## src/hsp_pkg.sv

```systemverilog
// Constants shared by the host slave port, its checker and its bench
package hsp_pkg;
    localparam int unsigned SFR_AW     = 4;
    localparam int unsigned BYTE_W     = 8;
    localparam int unsigned RX_W       = 10;
    localparam int unsigned SYNC_W     = 13;
    // Local register indices on the special function register port
    localparam logic [3:0] SFR_STATUS0 = 4'h0;
    localparam logic [3:0] SFR_STATUS1 = 4'h1;
    localparam logic [3:0] SFR_IN0     = 4'h2;
    localparam logic [3:0] SFR_IN1     = 4'h3;
    localparam logic [3:0] SFR_OUT0    = 4'h4;
    localparam logic [3:0] SFR_OUT1    = 4'h5;
    localparam logic [3:0] SFR_CTL0    = 4'h6;
    localparam logic [3:0] SFR_CTL1    = 4'h7;
    localparam logic [3:0] SFR_PORTCTL = 4'h8;
    localparam logic [3:0] SFR_DIR     = 4'h9;
    // Field positions
    localparam int unsigned ST_OBF     = 0;
    localparam int unsigned ST_IBF     = 1;
    localparam int unsigned ST_CMD     = 3;
    localparam logic [7:0]  ST_HW_MASK = 8'h0B;
    localparam int unsigned CTL0_SLAVE = 7;
    localparam int unsigned CTL0_RWSTB = 6;
    localparam int unsigned CTL0_DMARX = 0;
    localparam int unsigned CTL1_DBL   = 7;
    localparam int unsigned PTC_TTL    = 7;
    // Reset values and the all-inputs direction value
    localparam logic [7:0]  REG_RST    = 8'h00;
    localparam logic [7:0]  DIR_RST    = 8'h00;
    localparam logic [7:0]  DIR_INPUTS = 8'h00;
    typedef enum logic [1:0] {
        HSP_ACC_IDLE  = 2'b00,
        HSP_ACC_WRITE = 2'b01,
        HSP_ACC_READ  = 2'b10
    } hsp_acc_t;
endpackage

```

## src/hsp_strm_if.sv

```systemverilog
// Valid/ready stream between the port logic and its buffer
`timescale 1ns/1ps
interface hsp_strm_if #(parameter int unsigned W = 8);
    logic [W-1:0] in_data;
    logic         in_valid;
    logic         in_ready;
    logic [W-1:0] out_data;
    logic         out_valid;
    logic         out_ready;
    modport fifo (
        input  in_data,
        input  in_valid,
        input  out_ready,
        output in_ready,
        output out_data,
        output out_valid
    );
    modport user (
        output in_data,
        output in_valid,
        output out_ready,
        input  in_ready,
        input  out_data,
        input  out_valid
    );
endinterface

```

## src/hsp_fifo.sv

```systemverilog
// Shift-register buffer whose head and flags are all flip-flops
`timescale 1ns/1ps
module hsp_fifo #(
    parameter int unsigned W     = 10,
    parameter int unsigned DEPTH = 2
) (
    input  wire logic mclk,
    input  wire logic rst,
    input  wire logic ce,
    hsp_strm_if.fifo  s
);
    localparam int unsigned CW = $clog2(DEPTH + 1);

    logic [W-1:0]  mem_r [DEPTH];
    logic [CW-1:0] cnt_r;
    logic [CW-1:0] cnt_nxt;
    logic          push;
    logic          pop;
    logic          valid_r;
    logic          ready_r;

    if (DEPTH < 2) begin : g_chk
        $error("hsp_fifo needs DEPTH of at least 2");
    end

    assign push       = s.in_valid & ready_r;
    assign pop        = valid_r & s.out_ready;
    assign s.in_ready = ready_r;
    assign s.out_valid = valid_r;
    assign s.out_data = mem_r[0];

    always_comb begin
        cnt_nxt = cnt_r;
        if (push && !pop) begin
            cnt_nxt = cnt_r + CW'(1);
        end else if (pop && !push) begin
            cnt_nxt = cnt_r - CW'(1);
        end
    end

    always_ff @(posedge mclk or posedge rst) begin
        if (rst) begin
            cnt_r   <= '0;
            valid_r <= 1'b0;
            ready_r <= 1'b1;
        end else if (ce) begin
            cnt_r   <= cnt_nxt;
            valid_r <= (cnt_nxt != '0);
            ready_r <= (cnt_nxt != CW'(DEPTH));
        end
    end

    for (genvar i = 0; i < DEPTH; i++) begin : g_ent
        always_ff @(posedge mclk or posedge rst) begin
            if (rst) begin
                mem_r[i] <= '0;
            end else if (ce) begin
                if (pop) begin
                    if (push && cnt_r == CW'(i + 1)) begin
                        mem_r[i] <= s.in_data;
                    end else if (i < DEPTH - 1) begin
                        mem_r[i] <= mem_r[(i < DEPTH - 1) ? i + 1 : i];
                    end
                end else if (push && cnt_r == CW'(i)) begin
                    mem_r[i] <= s.in_data;
                end
            end
        end
    end
endmodule

```

## src/hsp_top.sv

```systemverilog
// Slave-side parallel port that trades bytes with an outside master
`timescale 1ns/1ps
module hsp_top
    import hsp_pkg::*;
#(
    parameter int unsigned FIFO_DEPTH = 2
) (
    input  wire logic              mclk,
    input  wire logic              rst,
    input  wire logic              ce,
    input  wire logic [7:0]        host_data_pins_i,
    output logic      [7:0]        host_data_pins_o,
    output logic                   host_data_pins_oe,
    input  wire logic              write_strobe_n,
    input  wire logic              read_strobe_n,
    input  wire logic              chip_select_first_n,
    input  wire logic              shared_select_pin,
    input  wire logic              register_select_line,
    input  wire logic [SFR_AW-1:0] sfr_addr,
    input  wire logic              sfr_wr,
    input  wire logic              sfr_rd,
    input  wire logic [7:0]        sfr_wdata,
    output logic      [7:0]        sfr_rdata,
    output logic      [1:0]        in_full_irq,
    output logic      [1:0]        out_empty_irq,
    output logic                   dma_rx_valid,
    input  wire logic              dma_rx_ready,
    output logic      [RX_W-1:0]   dma_rx_data,
    input  wire logic              dma_tx_valid,
    input  wire logic              dma_tx_chan,
    input  wire logic [7:0]        dma_tx_data,
    output logic      [1:0]        dma_tx_ready,
    output logic                   input_threshold_select,
    output logic                   port_active
);
    logic [7:0]        ctl0_r;
    logic [7:0]        ctl1_r;
    logic [7:0]        portctl_r;
    logic [7:0]        dir_r;
    logic [7:0]        user_r [2];
    logic [7:0]        in_byte_r [2];
    logic [7:0]        out_byte_r [2];
    logic [1:0]        obf_r;
    logic [1:0]        ibf_r;
    logic [1:0]        cmd_r;
    logic [SYNC_W-1:0] sync1_r;
    logic [SYNC_W-1:0] sync2_r;
    hsp_acc_t          acc_r;
    hsp_acc_t          acc_nxt;
    logic [7:0]        cap_data_r;
    logic              cap_sel_r;
    logic              cap_ch_r;
    logic [7:0]        status [2];
    logic              active;
    logic              dbl_mode;
    logic              s_wr_n;
    logic              s_rd_n;
    logic              s_cs0_n;
    logic              s_cs1_n;
    logic              s_sel;
    logic [7:0]        s_data;
    logic              chan_hit;
    logic              chan_now;
    logic              wr_act;
    logic              rd_act;
    logic              acc_wr;
    logic              acc_rd;
    logic              host_wr_done;
    logic              host_rd_done;
    logic              rx_push;
    logic              rx_ch;
    logic [1:0]        sfr_out_wr;
    logic [1:0]        sfr_in_rd;
    logic [1:0]        tx_take;

    hsp_strm_if #(.W(RX_W)) rx_if ();

    hsp_fifo #(
        .W     (RX_W),
        .DEPTH (FIFO_DEPTH)
    ) u_rx_fifo (
        .mclk (mclk),
        .rst  (rst),
        .ce   (ce),
        .s    (rx_if)
    );

    // Pin inputs cross two flops before any logic looks at them
    always_ff @(posedge mclk or posedge rst) begin
        if (rst) begin
            sync1_r <= '1;
            sync2_r <= '1;
        end else if (ce) begin
            sync1_r <= {host_data_pins_i, register_select_line,
                        shared_select_pin, chip_select_first_n,
                        read_strobe_n, write_strobe_n};
            sync2_r <= sync1_r;
        end
    end

    assign s_wr_n  = sync2_r[0];
    assign s_rd_n  = sync2_r[1];
    assign s_cs0_n = sync2_r[2];
    assign s_cs1_n = sync2_r[3];
    assign s_sel   = sync2_r[4];
    assign s_data  = sync2_r[12:5];

    assign active   = ctl0_r[CTL0_SLAVE] && (dir_r == DIR_INPUTS);
    assign dbl_mode = ctl1_r[CTL1_DBL];
    // Second pair answers only in double mode, on the shared pin
    assign chan_hit = !s_cs0_n || (dbl_mode && !s_cs1_n);
    assign chan_now = s_cs0_n;

    // Combined mode: write pin carries direction, read pin enables
    always_comb begin
        if (ctl0_r[CTL0_RWSTB]) begin
            wr_act = !s_rd_n && !s_wr_n;
            rd_act = !s_rd_n && s_wr_n;
        end else begin
            wr_act = !s_wr_n;
            rd_act = !s_rd_n;
        end
    end

    assign acc_wr = active && chan_hit && wr_act;
    assign acc_rd = active && chan_hit && rd_act;

    always_comb begin
        acc_nxt = acc_r;
        unique case (acc_r)
            HSP_ACC_IDLE: begin
                if (acc_wr) begin
                    acc_nxt = HSP_ACC_WRITE;
                end else if (acc_rd) begin
                    acc_nxt = HSP_ACC_READ;
                end
            end
            HSP_ACC_WRITE: begin
                if (!acc_wr) begin
                    acc_nxt = HSP_ACC_IDLE;
                end
            end
            HSP_ACC_READ: begin
                if (!acc_rd) begin
                    acc_nxt = HSP_ACC_IDLE;
                end
            end
            default: acc_nxt = HSP_ACC_IDLE;
        endcase
    end

    assign host_wr_done = (acc_r == HSP_ACC_WRITE) && !acc_wr;
    assign host_rd_done = (acc_r == HSP_ACC_READ) && !acc_rd;

    always_ff @(posedge mclk or posedge rst) begin
        if (rst) begin
            acc_r      <= HSP_ACC_IDLE;
            cap_data_r <= REG_RST;
            cap_sel_r  <= 1'b0;
            cap_ch_r   <= 1'b0;
        end else if (ce) begin
            acc_r <= acc_nxt;
            if (acc_wr || acc_rd) begin
                cap_data_r <= s_data;
                cap_sel_r  <= s_sel;
                cap_ch_r   <= chan_now;
            end
        end
    end

    // Status byte: hardware flags over software bits
    for (genvar c = 0; c < 2; c++) begin : g_stat
        always_comb begin
            status[c]         = user_r[c] & ~ST_HW_MASK;
            status[c][ST_OBF] = obf_r[c];
            status[c][ST_IBF] = ibf_r[c];
            status[c][ST_CMD] = cmd_r[c];
        end
    end

    // Data pins driven only for the length of a host read
    always_ff @(posedge mclk or posedge rst) begin
        if (rst) begin
            host_data_pins_o  <= REG_RST;
            host_data_pins_oe <= 1'b0;
        end else if (ce) begin
            host_data_pins_oe <= acc_rd;
            if (s_sel) begin
                host_data_pins_o <= status[chan_now];
            end else begin
                host_data_pins_o <= out_byte_r[chan_now];
            end
        end
    end

    assign rx_ch   = !ibf_r[0];
    assign rx_push = ctl0_r[CTL0_DMARX] && (ibf_r != 2'b00) &&
                     rx_if.in_ready;
    assign rx_if.in_valid  = rx_push;
    assign rx_if.in_data   = {rx_ch, cmd_r[rx_ch], in_byte_r[rx_ch]};
    assign rx_if.out_ready = dma_rx_ready;
    assign dma_rx_valid    = rx_if.out_valid;
    assign dma_rx_data     = rx_if.out_data;

    for (genvar c = 0; c < 2; c++) begin : g_chan
        assign sfr_out_wr[c] = sfr_wr && (sfr_addr == (c ? SFR_OUT1
                                                          : SFR_OUT0));
        assign sfr_in_rd[c]  = sfr_rd && (sfr_addr == (c ? SFR_IN1
                                                          : SFR_IN0));
        assign tx_take[c]    = dma_tx_valid && dma_tx_ready[c] &&
                               (dma_tx_chan == c[0]);

        // Host writes land in the input buffer with their select level
        always_ff @(posedge mclk or posedge rst) begin
            if (rst) begin
                in_byte_r[c] <= REG_RST;
                cmd_r[c]     <= 1'b0;
                in_full_irq[c] <= 1'b0;
            end else if (ce) begin
                in_full_irq[c] <= host_wr_done && (cap_ch_r == c[0]);
                if (host_wr_done && cap_ch_r == c[0]) begin
                    in_byte_r[c] <= cap_data_r;
                    cmd_r[c]     <= cap_sel_r;
                end
            end
        end

        // Set wins over a clear in the same cycle
        always_ff @(posedge mclk or posedge rst) begin
            if (rst) begin
                ibf_r[c] <= 1'b0;
            end else if (ce) begin
                if (host_wr_done && cap_ch_r == c[0]) begin
                    ibf_r[c] <= 1'b1;
                end else if (sfr_in_rd[c] ||
                             (rx_push && rx_ch == c[0])) begin
                    ibf_r[c] <= 1'b0;
                end
            end
        end

        always_ff @(posedge mclk or posedge rst) begin
            if (rst) begin
                out_byte_r[c]    <= REG_RST;
                obf_r[c]         <= 1'b0;
                out_empty_irq[c] <= 1'b0;
                dma_tx_ready[c]  <= 1'b0;
            end else if (ce) begin
                out_empty_irq[c] <= host_rd_done && !cap_sel_r &&
                                    (cap_ch_r == c[0]);
                dma_tx_ready[c]  <= !obf_r[c] && !tx_take[c] &&
                                    !sfr_out_wr[c];
                if (sfr_out_wr[c]) begin
                    out_byte_r[c] <= sfr_wdata;
                    obf_r[c]      <= 1'b1;
                end else if (tx_take[c]) begin
                    out_byte_r[c] <= dma_tx_data;
                    obf_r[c]      <= 1'b1;
                end else if (host_rd_done && !cap_sel_r &&
                             cap_ch_r == c[0]) begin
                    obf_r[c] <= 1'b0;
                end
            end
        end

        // Software owns only the general status bits
        always_ff @(posedge mclk or posedge rst) begin
            if (rst) begin
                user_r[c] <= REG_RST;
            end else if (ce) begin
                if (sfr_wr && sfr_addr == (c ? SFR_STATUS1
                                             : SFR_STATUS0)) begin
                    user_r[c] <= sfr_wdata & ~ST_HW_MASK;
                end
            end
        end
    end

    always_ff @(posedge mclk or posedge rst) begin
        if (rst) begin
            ctl0_r    <= REG_RST;
            ctl1_r    <= REG_RST;
            portctl_r <= REG_RST;
            dir_r     <= DIR_RST;
        end else if (ce && sfr_wr) begin
            unique case (sfr_addr)
                SFR_CTL0:    ctl0_r    <= sfr_wdata;
                SFR_CTL1:    ctl1_r    <= sfr_wdata;
                SFR_PORTCTL: portctl_r <= sfr_wdata;
                SFR_DIR:     dir_r     <= sfr_wdata;
                default: ;
            endcase
        end
    end

    // Registered local read data; unmapped and write-only read zero
    always_ff @(posedge mclk or posedge rst) begin
        if (rst) begin
            sfr_rdata <= REG_RST;
        end else if (ce && sfr_rd) begin
            unique case (sfr_addr)
                SFR_STATUS0: sfr_rdata <= status[0];
                SFR_STATUS1: sfr_rdata <= status[1];
                SFR_IN0:     sfr_rdata <= in_byte_r[0];
                SFR_IN1:     sfr_rdata <= in_byte_r[1];
                SFR_CTL0:    sfr_rdata <= ctl0_r;
                SFR_CTL1:    sfr_rdata <= ctl1_r;
                SFR_PORTCTL: sfr_rdata <= portctl_r;
                SFR_DIR:     sfr_rdata <= dir_r;
                default:     sfr_rdata <= REG_RST;
            endcase
        end
    end

    always_ff @(posedge mclk or posedge rst) begin
        if (rst) begin
            input_threshold_select <= 1'b0;
            port_active            <= 1'b0;
        end else if (ce) begin
            input_threshold_select <= portctl_r[PTC_TTL];
            port_active            <= active;
        end
    end
endmodule

```

## config.mk

```make
export PLATFORM = sky130hd
export DESIGN_NAME = hsp_top
export DESIGN_NICKNAME = d
export VERILOG_FILES = /design/src/hsp_pkg.sv /design/src/hsp_strm_if.sv /design/src/hsp_fifo.sv /design/src/hsp_top.sv
export SDC_FILE = /design/constraint.sdc
export NUM_CORES = 1
export LEC_CHECK = 0
export BUFFER_PORTS_ARGS = -buffer_cell sky130_fd_sc_hd__buf_4
export CORE_MARGIN = 2
export CORE_UTILIZATION = 50
export CTS_BUF_LIST = sky130_fd_sc_hd__clkbuf_4
export DETAILED_ROUTE_END_ITERATION = 10
export MAX_ROUTING_LAYER = met4
export PLACE_DENSITY_LB_ADDON = 0.2
export SLEW_MARGIN = 10
export SYNTH_ARGS = -nofsm -noshare
export SYNTH_HDL_FRONTEND = slang
export SYNTH_SLANG_ARGS = --single-unit
```

## constraint.sdc

```tcl
create_clock -name mclk -period 6.2 [get_ports mclk]
set_input_delay 0.31 -clock mclk [delete_from_list [all_inputs] [get_ports mclk]]
set_output_delay 0.31 -clock mclk [all_outputs]
set_load 0.01 [all_outputs]
```

Word-level counts from Yosys, hierarchy flattened:

Index checks and enable logic that the tools add are counted.

* bits in registers: 167
* input port bits: 41
* word-level logic and storage cells: 198

* add/sub/neg operators: 2
* $lt $le $gt $ge: 3
* eq/ne operators: 18
* multiplexer cells: 41
* bitwise gates (word level): 6
* reductions and logical operators: 90

Operator list (count)
* $mux 8: 14
* $pmux 8 s8: 1
* $mux 10: 5
* $logic_and 1x1->1: 39
* $reduce_and 2->1: 17
* $eq 4x3->1 const B: 4
* $logic_not 1->1: 16
* $mux 1: 14
* $reduce_bool 2->1: 7
* $mux 2: 6
* $eq 4x2->1 const B: 2
* $eq 4x4->1 const B: 2
* $logic_not 8->1: 1
* $ne 2x2->1 const B: 4
* $pmux 2 s3: 1
* $reduce_bool 3->1: 2
* $eq 2x1->1 const B: 2
* $eq 2x2->1 const B: 2
* $eq 4x1->1 const B: 1
* $ge 2x2->1 const B: 2
* $logic_not 2->1: 2
* $logic_not 4->1: 1
* $logic_or 1x1->1: 4
* $not 1->2: 2
* 7 further kinds: 9

Longest topological paths before layout:

Gate-level depths: netlist of the first run.

* word-level depth: 12
* gate-level depth with buffers: 7
* gate-level depth less buffers: 6

Cells and area by module:

From an unflattened synthesis of the first run, not the netlist that was laid out.

* cell total of the unflattened synthesis: 624
* area, all modules: 8012.7 um^2

Modules (own cells, without submodules)
* hsp_top: instances 1, cells each 508, area an instance 6696.4 um^2
* hsp_fifo: instances 1, cells each 116, area an instance 1316.3 um^2

Worst setup path after synthesis of the first run:

OpenSTA, ideal clock, no wires.

* path kind: reg2reg
* start point: register dir_r[4]
* end point: register cap_ch_r
* setup time: 0.125 ns
* data arrival time: 2.082 ns
* data required time: 6.075 ns
* setup slack: 3.994 ns
* cell stages (with the launch flop): 6
* cells stage by stage: dfrtp_1 -> or4_4 -> a2111oi_4 -> and3_1 -> buf_6 -> mux2_2

* longest elaborated chain between the ends: 6

RTL lines
* start, declared: RTL line hsp_top.sv:39 `logic [7:0] dir_r;`
* start signal, assigned: RTL line hsp_top.sv:290 `SFR_DIR: dir_r <= sfr_wdata;`
* $logic_not 8->1 (*): RTL line hsp_top.sv:108 `assign active = ctl0_r[CTL0_SLAVE] && (dir_r == DIR_INPUTS);`
* $logic_and 1x1->1 (*): RTL line hsp_top.sv:108
* $logic_and 1x1->1 (*): RTL line hsp_top.sv:125, hsp_top.sv:126
* $logic_and 1x1->1 (on tied branches): RTL line hsp_top.sv:125, hsp_top.sv:126
* $logic_or 1x1->1 (*): RTL line hsp_top.sv:163 `if (acc_wr || acc_rd) begin`
* $reduce_and 2->1 (no line) (*)
* end signal, assigned: RTL line hsp_top.sv:166 `cap_ch_r <= chan_now;`
* end, declared: RTL line hsp_top.sv:52 `logic cap_ch_r;`

Mark *: on every way between the ends. The rest lies on a longest branch, timed or not.
A chain may end at the register's enable or synchronous reset.

Worst setup path after layout of the first run:

* start point: register dir_r[4]
* end point: register cap_data_r[3]

* longest elaborated chain between the ends: 6

RTL lines
* $logic_not 8->1 (*): RTL line hsp_top.sv:108
* $logic_and 1x1->1 (*): RTL line hsp_top.sv:108
* $logic_and 1x1->1 (*): RTL line hsp_top.sv:125, hsp_top.sv:126
* $logic_and 1x1->1 (on tied branches): RTL line hsp_top.sv:125, hsp_top.sv:126
* $logic_or 1x1->1 (*): RTL line hsp_top.sv:163
* $reduce_and 2->1 (no line) (*)
* end signal, assigned: RTL line hsp_top.sv:164 `cap_data_r <= s_data;`
* end, declared: RTL line hsp_top.sv:50 `logic [7:0] cap_data_r;`

Marked as above.

==> results of run 1 <==
-- worst max-delay path: cells and delay by family (launching register included) --
kind / cells / cell delay, ns
compound gates: 1 / 0.56
flops: 1 / 0.41
mux: 1 / 0.39
simple gates: 2 / 1.11
-- sequential cells by signal (all words and copies together), names as in the netlist, 8 cells and up --
signal and flops:
u_rx_fifo.mem_r 10, in_byte_r 16, u_rx_fifo.s.out_data 10, ctl1_r 8
status 10, sync1_r 13, portctl_r 8, sfr_rdata 8
ctl0_r 8, out_byte_r 16, cap_data_r 8, host_data_pins_o 8
sync2_r 13, dir_r 8
-- what timing repair did --
item	CTS	global route
resized for setup	0	0
hold buffers	18	2
hold endpoints to repair	89	2
-- final cells by class --
cell class	instances	area (um^2)
Timing Repair Buffer	98	786
Multi-Input combinational cell	372	3470
Sequential cell	167	4210
Antenna cell	1	2.50
Fill cell	1281	6620
Clock inverter	15	178
Tap cell	216	270
Inverter	13	53.8
Clock buffer	17	128
-- where the power goes --
group	internal (W)	switching, W	total [W]
registers	0.00142	0.000265	0.00169
clock network	0.000280	0.000391	0.000671
logic	0.000529	0.000365	0.000893
-- worst paths after layout --
kind	start	end	slack [ns]
max in group asynchronous	rst	acc_r[1]$_DFFE_PP0P_	4.24
min in group asynchronous	rst	u_rx_fifo.mem_r[4]$_DFFE_PP0P_	0.44
setup / recovery	dir_r[4]$_DFFE_PP0P_	cap_data_r[3]$_DFFE_PP0P_	3.60
hold / removal	sfr_wdata[5]	status[5]$_DFFE_PP0P_	0.05
hold reg to reg	u_rx_fifo.s.out_data[0]$_DFFE_PP0P_	u_rx_fifo.s.out_data[0]$_DFFE_PP0P_	0.49
setup reg to reg	dir_r[4]$_DFFE_PP0P_	cap_data_r[3]$_DFFE_PP0P_	3.60
-- per-stage QoR --
stage	power, W	cell area [um^2]	hold WS (ns)	cells	utilization
global route	0.00345	9100	0.00418	899	0.579
global placement	0.00255	8590	0.464	846	0.547
finish	0.00325	9100	0.0511	899	0.579
floorplan	0.00229	7950	0.427	595	-
detailed placement	0.00260	8590	0.467	846	0.547
CTS	0.00328	9070	0.0000849	896	0.577
-- cell families (layout without fill, tap and decap cells) --
group           count (synthesis)  in the layout  synth area share
xor+xnor                        4              4           0.00441
mux                           188            188             0.285
other cells                     0              1                 0
buf+inv                        56            143            0.0343
flops                         167            167             0.530
fa+ha+maj                       3              3           0.00472
compound gates                 84             84            0.0773
simple gates                   93             93            0.0647
-- metal layers --
layer  track usage  wire length, um
met4        0.0677              301
met5             -                0
met3        0.0496              761
met2         0.356             8660
met1         0.324             8490
-- synth_stat cells (3+ instances only) --
library cell,n
sky130_fd_sc_hd__nand2_1,33
sky130_fd_sc_hd__mux4_2,12
sky130_fd_sc_hd__nand3_1,10
sky130_fd_sc_hd__o2111ai_1,3
sky130_fd_sc_hd__ha_1,3
sky130_fd_sc_hd__a21oi_1,4
sky130_fd_sc_hd__nor2_1,11
sky130_fd_sc_hd__o41ai_1,3
sky130_fd_sc_hd__a22oi_1,6
sky130_fd_sc_hd__dfrtp_1,140
sky130_fd_sc_hd__a22o_1,4
sky130_fd_sc_hd__clkbuf_1,20
sky130_fd_sc_hd__xnor2_1,4
sky130_fd_sc_hd__buf_1,8
sky130_fd_sc_hd__and3_1,7
sky130_fd_sc_hd__mux2_4,8
sky130_fd_sc_hd__nor3_2,3
sky130_fd_sc_hd__o211ai_1,3
sky130_fd_sc_hd__and4b_1,4
sky130_fd_sc_hd__o21ai_0,25
sky130_fd_sc_hd__a32oi_1,3
sky130_fd_sc_hd__inv_1,13
sky130_fd_sc_hd__a21o_1,5
sky130_fd_sc_hd__o21bai_1,3
sky130_fd_sc_hd__buf_4,10
sky130_fd_sc_hd__mux2i_1,14
sky130_fd_sc_hd__nor2b_1,6
sky130_fd_sc_hd__dfstp_2,27
sky130_fd_sc_hd__mux2_2,154
sky130_fd_sc_hd__buf_6,3
==> flow_summary.ini, run 1 <==
[timing]
finalClockSkew_ns = 0.0169
timing.final.hold_violations = 0
max_slew_margin = 0.204
post-route-period-util = 0.420
timing_worst_slew_pin_value_ns = 1.19
rsz0062_at_grt = false
slew_viol_final = 0
finalSetupViolations = 0
finalCriticalPeriod_ns = 2.60
tns_ns = 0
final.setup.worst_slack_ns = 3.60
fmax_mhz = 384

[finish]
layout.cells.most_common_list = sky130_fd_sc_hd__mux2_2, sky130_fd_sc_hd__dfrtp_1, sky130_fd_sc_hd__buf_4
area_delta_synth_final_pct = 14.4
fin_nets = 713
post_route_cells_drive_above_1_share = 0.478
commonest_non_fill_non_tap_cell_in_the_layout = sky130_fd_sc_hd__mux2_2

[placement]
globalplace.congestion = 0.864
portBuffers = 76
post-place-ws_ns = 3.47
detailed_place_hpwl_um = 12300

[critical_path]
start_kind = register
setup.worst_path.end_class = register
timing.setup.critical_path_class = reg2reg
path_max_fanout = 10
slowest_stage = sky130_fd_sc_hd__or4_4
slowest_stage_delay_on_critical_path_ns = 0.58
cp_data_required_time_ns = 6.66
critPathArrivalTime_ns = 3.06
r2r.worst_path.cells = 4
crit_chain = or4_4 > a2111oi_4 > and3_1 > mux2_2

[clock_tree]
cts_root_buf = sky130_fd_sc_hd__clkbuf_4
clk_latency_worst_skew_pair_ns = 0.57
cts.repair_timing.setup_buffer_count = 0
clock_path_buffers = 2
max_h_tree_level = 4
cts.sinks = 167
numCtsBuffers = 17
cts_tree = yes
clk_pin_slew_worst_setup_hold_paths_ns = 0.14

[power_and_ir_drop]
power_per_cell_area_nw_per_um2 = 358
vdd.ir_drop.worst_mv = 0.169
p_leak_nw = 4.09

[yosys]
yosysUniqueCellTypes = 63
fraction_of_post_synthesis_cell_area_in_the_top_cell_type_by_area = 0.441
syn-num-nets = 639
synth_area_leaders = sky130_fd_sc_hd__dfrtp_1, sky130_fd_sc_hd__mux2_2, sky130_fd_sc_hd__dfstp_2
yosys_register_bits = 167
ys_seq_area_frac = 0.530
asyncSetResetFlopFracSynth = 1.00
synthesis_warning_total = 0
mappedNetlistArea_um2 = 7950
ys_dominant_reg_cell = sky130_fd_sc_hd__dfrtp_1
yosys.area.top_type = sky130_fd_sc_hd__dfrtp_1
post_synth.cell_area_avg_um2 = 13.4
postSynthCellCount = 595
synth_edf_count = 0

[floorplan]
fp.dieW_um = 130
placementRows = 46
start_util = 0.506
design.core.area_um2 = 15700
io_pins = 77
dieArea_um2 = 16900
floorplan.die.height_um = 130

[routing]
detailedRoute.firstIterationViolations = 329
vias = 5159
remaining_drc_errors = 0
postRouteAntennaNets = 0
drt-vias-per-instance = 5.74
drt-total-wl_um = 18200
wl_per_cell_um = 20.3
detail_route.first_pass.iterations = 5

[global_route]
via_count_of_the_first_global_routing_pass = 5244
grt.overflow.total = 0
number_of_antenna_violations_at_the_first_check_in_global_routing = 1
grt_pass1_wl_um = 28900
maximum_number_of_pins_on_one_net_before_global_route_repair = 88
grt_use_total = 0.235

[job]
drv.max_cap_violation_count = 0

[status]
status = finished clean

[hold_path]
hold_path_depth = 2
hold_path.class = in2reg
(Power assumes the default switching activity.)
==> run 2, diff against run 1 <==
Clock period 6.2 ns to 2.1 ns, I/O delays scaled along.
==> run 2 against run 1 <==
Against the previous run:
- the run now ends with setup timing left
- combinational power rose to 3.4 times the previous value
- total power grew to 3.0 times the previous value
- worst hold slack better by 0.034 ns
==> flow_summary.ini, run 2 (synthesis results as in run 1) <==
[finish]
area_delta_synth_final_pct = 20.8
layout.cells.most_common_list = sky130_fd_sc_hd__mux2_2, sky130_fd_sc_hd__dfrtp_1, sky130_fd_sc_hd__buf_4
post_route_cells_drive_above_1_share = 0.495
fin_nets = 769
commonest_non_fill_non_tap_cell_in_the_layout = sky130_fd_sc_hd__mux2_2
top_regs = in_byte_r x16, out_byte_r x16
multi_input_comb_area_um2 = 3560
design_area_um2 = 9600
regArea_um2 = 4210
num-fill-cells = 1294

[power_and_ir_drop]
p_int_w = 0.00658
p_switching_w = 0.00303
netSwitchingFraction = 0.315
vdd.ir_drop.worst_mv = 0.498
power_per_cell_area_nw_per_um2 = 1000
p_leak_nw = 4.39
power_frac_comb = 0.313
power.share.clock = 0.175
p_total_w = 0.00961
sequentialPowerShare = 0.512

[floorplan]
design.core.area_um2 = 15700
fp.dieW_um = 130
start_util = 0.506
placementRows = 46
io_pins = 77
floorplan.die.height_um = 130
dieArea_um2 = 16900

[clock_tree]
clock_path_buffers = 2
cts.sinks = 167
cts_root_buf = sky130_fd_sc_hd__clkbuf_4
clk_latency_worst_skew_pair_ns = 0.54
clk_pin_slew_worst_setup_hold_paths_ns = 0.13
max_h_tree_level = 4
cts_tree = yes
numCtsBuffers = 17

[timing]
timing.final.hold_violations = 0
final.setup.worst_slack_ns = -0.0619
post-route-period-util = 1.03
fin_hold_ws_ns = 0.0848
fmax_mhz = 463
slew_viol_final = 0
tns_ns = -0.767
finalCriticalPeriod_ns = 2.16
finalSetupViolations = 22
timing_worst_slew_pin_value_ns = 0.716
rsz0062_at_grt = true
max_slew_margin = 0.523
finalClockSkew_ns = 0.0161

[routing]
detail_route.first_pass.iterations = 5
wl_per_cell_um = 20.1
drt-vias-per-instance = 5.61
drt-total-wl_um = 19200
postRouteAntennaNets = 0
detailedRoute.firstIterationViolations = 393
remaining_drc_errors = 0
vias = 5358

[status]
status = finished with violations
violated_checks = setup timing

[placement]
post-place-ws_ns = -0.102
detailed_place_hpwl_um = 13000
portBuffers = 76
globalplace.congestion = 0.901
dpl_cell_area_um2 = 8880

[hold_path]
hold_path.class = in2reg

[global_route]
via_count_of_the_first_global_routing_pass = 5425
grt_use_total = 0.242
maximum_number_of_pins_on_one_net_before_global_route_repair = 133
number_of_antenna_violations_at_the_first_check_in_global_routing = 1
grt_pass1_wl_um = 29700
grt.overflow.total = 0

[job]
drv.max_cap_violation_count = 0

[critical_path]
timing.setup.critical_path_class = reg2reg
path_max_fanout = 5
regToRegSetupSlack_ns = -0.06
critPathArrivalTime_ns = 2.60
start_kind = register
cp_data_required_time_ns = 2.54
setup.worst_path.end_class = register
[run 2: repair_timing]
action	CTS	global route
hold endpoints to repair	216	0
resized for setup	3	15
endpoints found under the setup margin	29	29
gates cloned	0	2
hold buffers	35	0
buffers inserted	4	1
pin swaps	0	3
[run 2: worst paths after layout]
path / depth (start not counted) / to / from
min reg2reg: 2 / u_rx_fifo.s.out_data[9]$_DFFE_PP0P_ / u_rx_fifo.s.out_data[9]$_DFFE_PP0P_
min: 4 / sync2_r[0]$_DFFE_PP1P_ / ce
max: 5 / in_byte_r[8]$_DFFE_PP0P_ / dir_r[4]$_DFFE_PP0P_
min in group asynchronous: 4 / u_rx_fifo.s.out_valid$_DFFE_PP0P_ / rst
max in group asynchronous: 4 / out_byte_r[1]$_DFFE_PP0P_ / rst
max reg2reg: 5 / in_byte_r[8]$_DFFE_PP0P_ / dir_r[4]$_DFFE_PP0P_
[run 2: area by class of cell]
class | count | share of cell area
Antenna cell | 1 | 0.000261
Clock buffer | 21 | 0.0164
Clock inverter | 11 | 0.00873
Inverter | 13 | 0.00547
Multi-Input combinational cell | 374 | 0.371
Sequential cell | 167 | 0.439
Tap cell | 216 | 0.0281
Timing Repair Buffer | 152 | 0.132
[run 2: power groups by stage]
| stage | clock network, W | registers (W) | logic, W |
|---|---|---|---|
| global placement | 0 | 0.00490 | 0.00276 |
| CTS | 0.00172 | 0.00490 | 0.00294 |
| global route | 0.00185 | 0.00505 | 0.00326 |
| detailed placement | 0 | 0.00497 | 0.00285 |
| finish | 0.00168 | 0.00492 | 0.00301 |
| floorplan | 0 | 0.00474 | 0.00202 |
[run 2: worst max-delay path: stages (launching register included)]
cell                        delay [ns]
sky130_fd_sc_hd__dfrtp_1          0.41
sky130_fd_sc_hd__or4_4            0.59
sky130_fd_sc_hd__a2111oi_4        0.31
sky130_fd_sc_hd__buf_4            0.20
sky130_fd_sc_hd__a211o_2          0.20
sky130_fd_sc_hd__mux2_2           0.34
[run 2: per-stage QoR]
step / util / instances
2_1_floorplan: - / 595
3_3_place_gp: 0.565 / 881
3_5_place_dp: 0.565 / 881
4_1_cts: 0.606 / 952
5_1_grt: 0.611 / 955
6_report: 0.611 / 955
[run 2: per-layer routing]
layer	part of all wire	track usage
met5	0	-
met4	0.019	0.0829
met3	0.034	0.0299
met2	0.49	0.372
met1	0.46	0.336
==> run 3, diff against run 2 <==
Settings changed: CORE_ASPECT_RATIO from default to 0.9, SLEW_MARGIN 10 to 30.
==> run 3 against run 2 <==
Against the previous run:
- the run still ends with setup timing left
- worst setup slack improved by 0.055 ns
- cell area increased by 0.27%
- largest cell class unchanged
- via count increased by 0.13%
==> flow_summary.ini, run 3 (synthesis results as in run 1) <==
[critical_path]
path_max_fanout = 7
cp_data_required_time_ns = 2.55
slowest_stage_delay_on_critical_path_ns = 0.56
timing.setup.critical_path_class = reg2reg
start_kind = register
crit_chain = or4_4 > a2111oi_4 > buf_4 > and3_4 > buf_6 > mux2_2
setup.worst_path.end_class = register
critPathArrivalTime_ns = 2.55
regToRegSetupSlack_ns = -0.007
slowest_stage = sky130_fd_sc_hd__or4_4

[timing]
slew_viol_final = 0
post-route-period-util = 1.00
rsz0062_at_grt = true
final.setup.worst_slack_ns = -0.00668
finalSetupViolations = 3
finalCriticalPeriod_ns = 2.11
fin_hold_ws_ns = 0.0815
finalClockSkew_ns = 0.0180
timing.final.hold_violations = 0
max_slew_margin = 0.609
fmax_mhz = 475
timing_worst_slew_pin_value_ns = 0.587

[routing]
wl_per_cell_um = 20.4
drt-vias-per-instance = 5.70
detailedRoute.firstIterationViolations = 413
remaining_drc_errors = 0
drt-total-wl_um = 19200
detail_route.first_pass.iterations = 4
vias = 5365
postRouteAntennaNets = 0

[power_and_ir_drop]
vdd.ir_drop.worst_mv = 0.598
power_per_cell_area_nw_per_um2 = 1030
p_total_w = 0.00994
p_leak_nw = 4.40

[job]
drv.max_cap_violation_count = 0

[floorplan]
floorplan.die.height_um = 124
start_util = 0.513
fp.dieW_um = 137
dieArea_um2 = 16900
io_pins = 77
design.core.area_um2 = 15500
placementRows = 43

[placement]
detailed_place_hpwl_um = 13800
dpl.cell_count = 866
globalplace.congestion = 0.904
portBuffers = 76

[clock_tree]
max_h_tree_level = 4
clock_path_buffers = 2
cts_root_buf = sky130_fd_sc_hd__clkbuf_4
cts.sinks = 167
numCtsBuffers = 17
clk_pin_slew_worst_setup_hold_paths_ns = 0.14
cts_tree = yes
clk_latency_worst_skew_pair_ns = 0.56

[global_route]
via_count_of_the_first_global_routing_pass = 5556
number_of_antenna_violations_at_the_first_check_in_global_routing = 1
grt_pass1_wl_um = 30700
grt_use_total = 0.251
maximum_number_of_pins_on_one_net_before_global_route_repair = 106
grt.overflow.total = 0

[finish]
fin_nets = 770
stdcell_count = 942
top_regs = in_byte_r x16, out_byte_r x16
commonest_non_fill_non_tap_cell_in_the_layout = sky130_fd_sc_hd__mux2_2
post_route_cells_drive_above_1_share = 0.494
area_delta_synth_final_pct = 21.1
layout.cells.most_common_list = sky130_fd_sc_hd__mux2_2, sky130_fd_sc_hd__dfrtp_1, sky130_fd_sc_hd__buf_4

[status]
violated_checks = setup timing
status = finished with violations

[hold_path]
hold_path.class = in2reg
## run 3: cell count changes in the layout (fill, tap and decap cells not counted), sizes merged
| cell | before | now |
|---|---|---|
| a211oi | 4 | 3 |
| bufinv | 1 | 4 |
| clkinv | 8 | 5 |
| inv | 12 | 15 |
| dlygate4sd3 | 35 | 38 |
| clkinvlp | 3 | 4 |
| a211o | 2 | 1 |
| clkbuf | 21 | 17 |
## run 3: power breakdown
group	internal [W]	total, W	switching (W)
clock network	0.000953	0.00212	0.00117
registers	0.00420	0.00493	0.000733
logic	0.00169	0.00289	0.00120
total	0.00684	0.00994	0.00310
## run 3: timing repair
item                                    in CTS  in global routing
hold endpoints to repair                   240                  0
buffers inserted                             4                  1
hold buffers                                38                  0
pin swaps                                    1                  0
cloned                                       0                  0
endpoints found under the setup margin      19                 10
resized for setup                            3                  0
## run 3: per-stage QoR
stage          area (um^2)   util  setup WS [ns]  setup TNS (ns)
4_1_cts               9620  0.621        -0.0136         -0.0424
6_report              9630  0.622       -0.00668         -0.0152
5_1_grt               9630  0.622        -0.0701          -0.588
3_5_place_dp          8860  0.572        -0.0478          -0.428
3_3_place_gp          8860  0.572         0.0187               0
2_1_floorplan         7960      -         -0.110          -15.36
## run 3: path summary, 6_finish.rpt
kind / from / end / depth (start not counted)
hold reg to reg: u_rx_fifo.s.out_data[4]$_DFFE_PP0P_ / u_rx_fifo.s.out_data[4]$_DFFE_PP0P_ / 2
hold / removal: sfr_addr[1] / ibf_r[1]$_DFFE_PP0P_ / 4
setup / recovery: dir_r[2]$_DFFE_PP0P_ / cap_data_r[0]$_DFFE_PP0P_ / 6
setup reg to reg: dir_r[2]$_DFFE_PP0P_ / cap_data_r[0]$_DFFE_PP0P_ / 6
min in group asynchronous: rst / dma_tx_ready[0]$_DFFE_PP0P_ / 4
max in group asynchronous: rst / sync2_r[12]$_DFFE_PP1P_ / 4
## run 3: layout make-up
type                            count  area, um^2
Clock inverter                     15         201
Sequential cell                   167        4210
Clock buffer                       17         128
Timing Repair Buffer              155        1300
Fill cell                        1254        5860
Multi-Input combinational cell    372        3480
Tap cell                          202         253
Antenna cell                        1        2.50
Inverter                           13        52.6
## run 3: worst max-delay path: cells and delay by family (launching register included)
family                 cells  cell delay, ns
flip-flops                 1            0.40
multiplexers               1            0.33
AND/OR/NAND/NOR            2            0.75
buffers and inverters      2            0.31
AO/OA/AOI/OAI              1            0.20
## run 3: layer usage
metal | part of all wire | vias up | global-route usage
met4 | 0.0098 | 0 | 0.0515
li1 | - | 2443 | -
met1 | 0.47 | 2762 | 0.360
met5 | 0 | - | -
met2 | 0.47 | 145 | 0.378
met3 | 0.048 | 15 | 0.0480
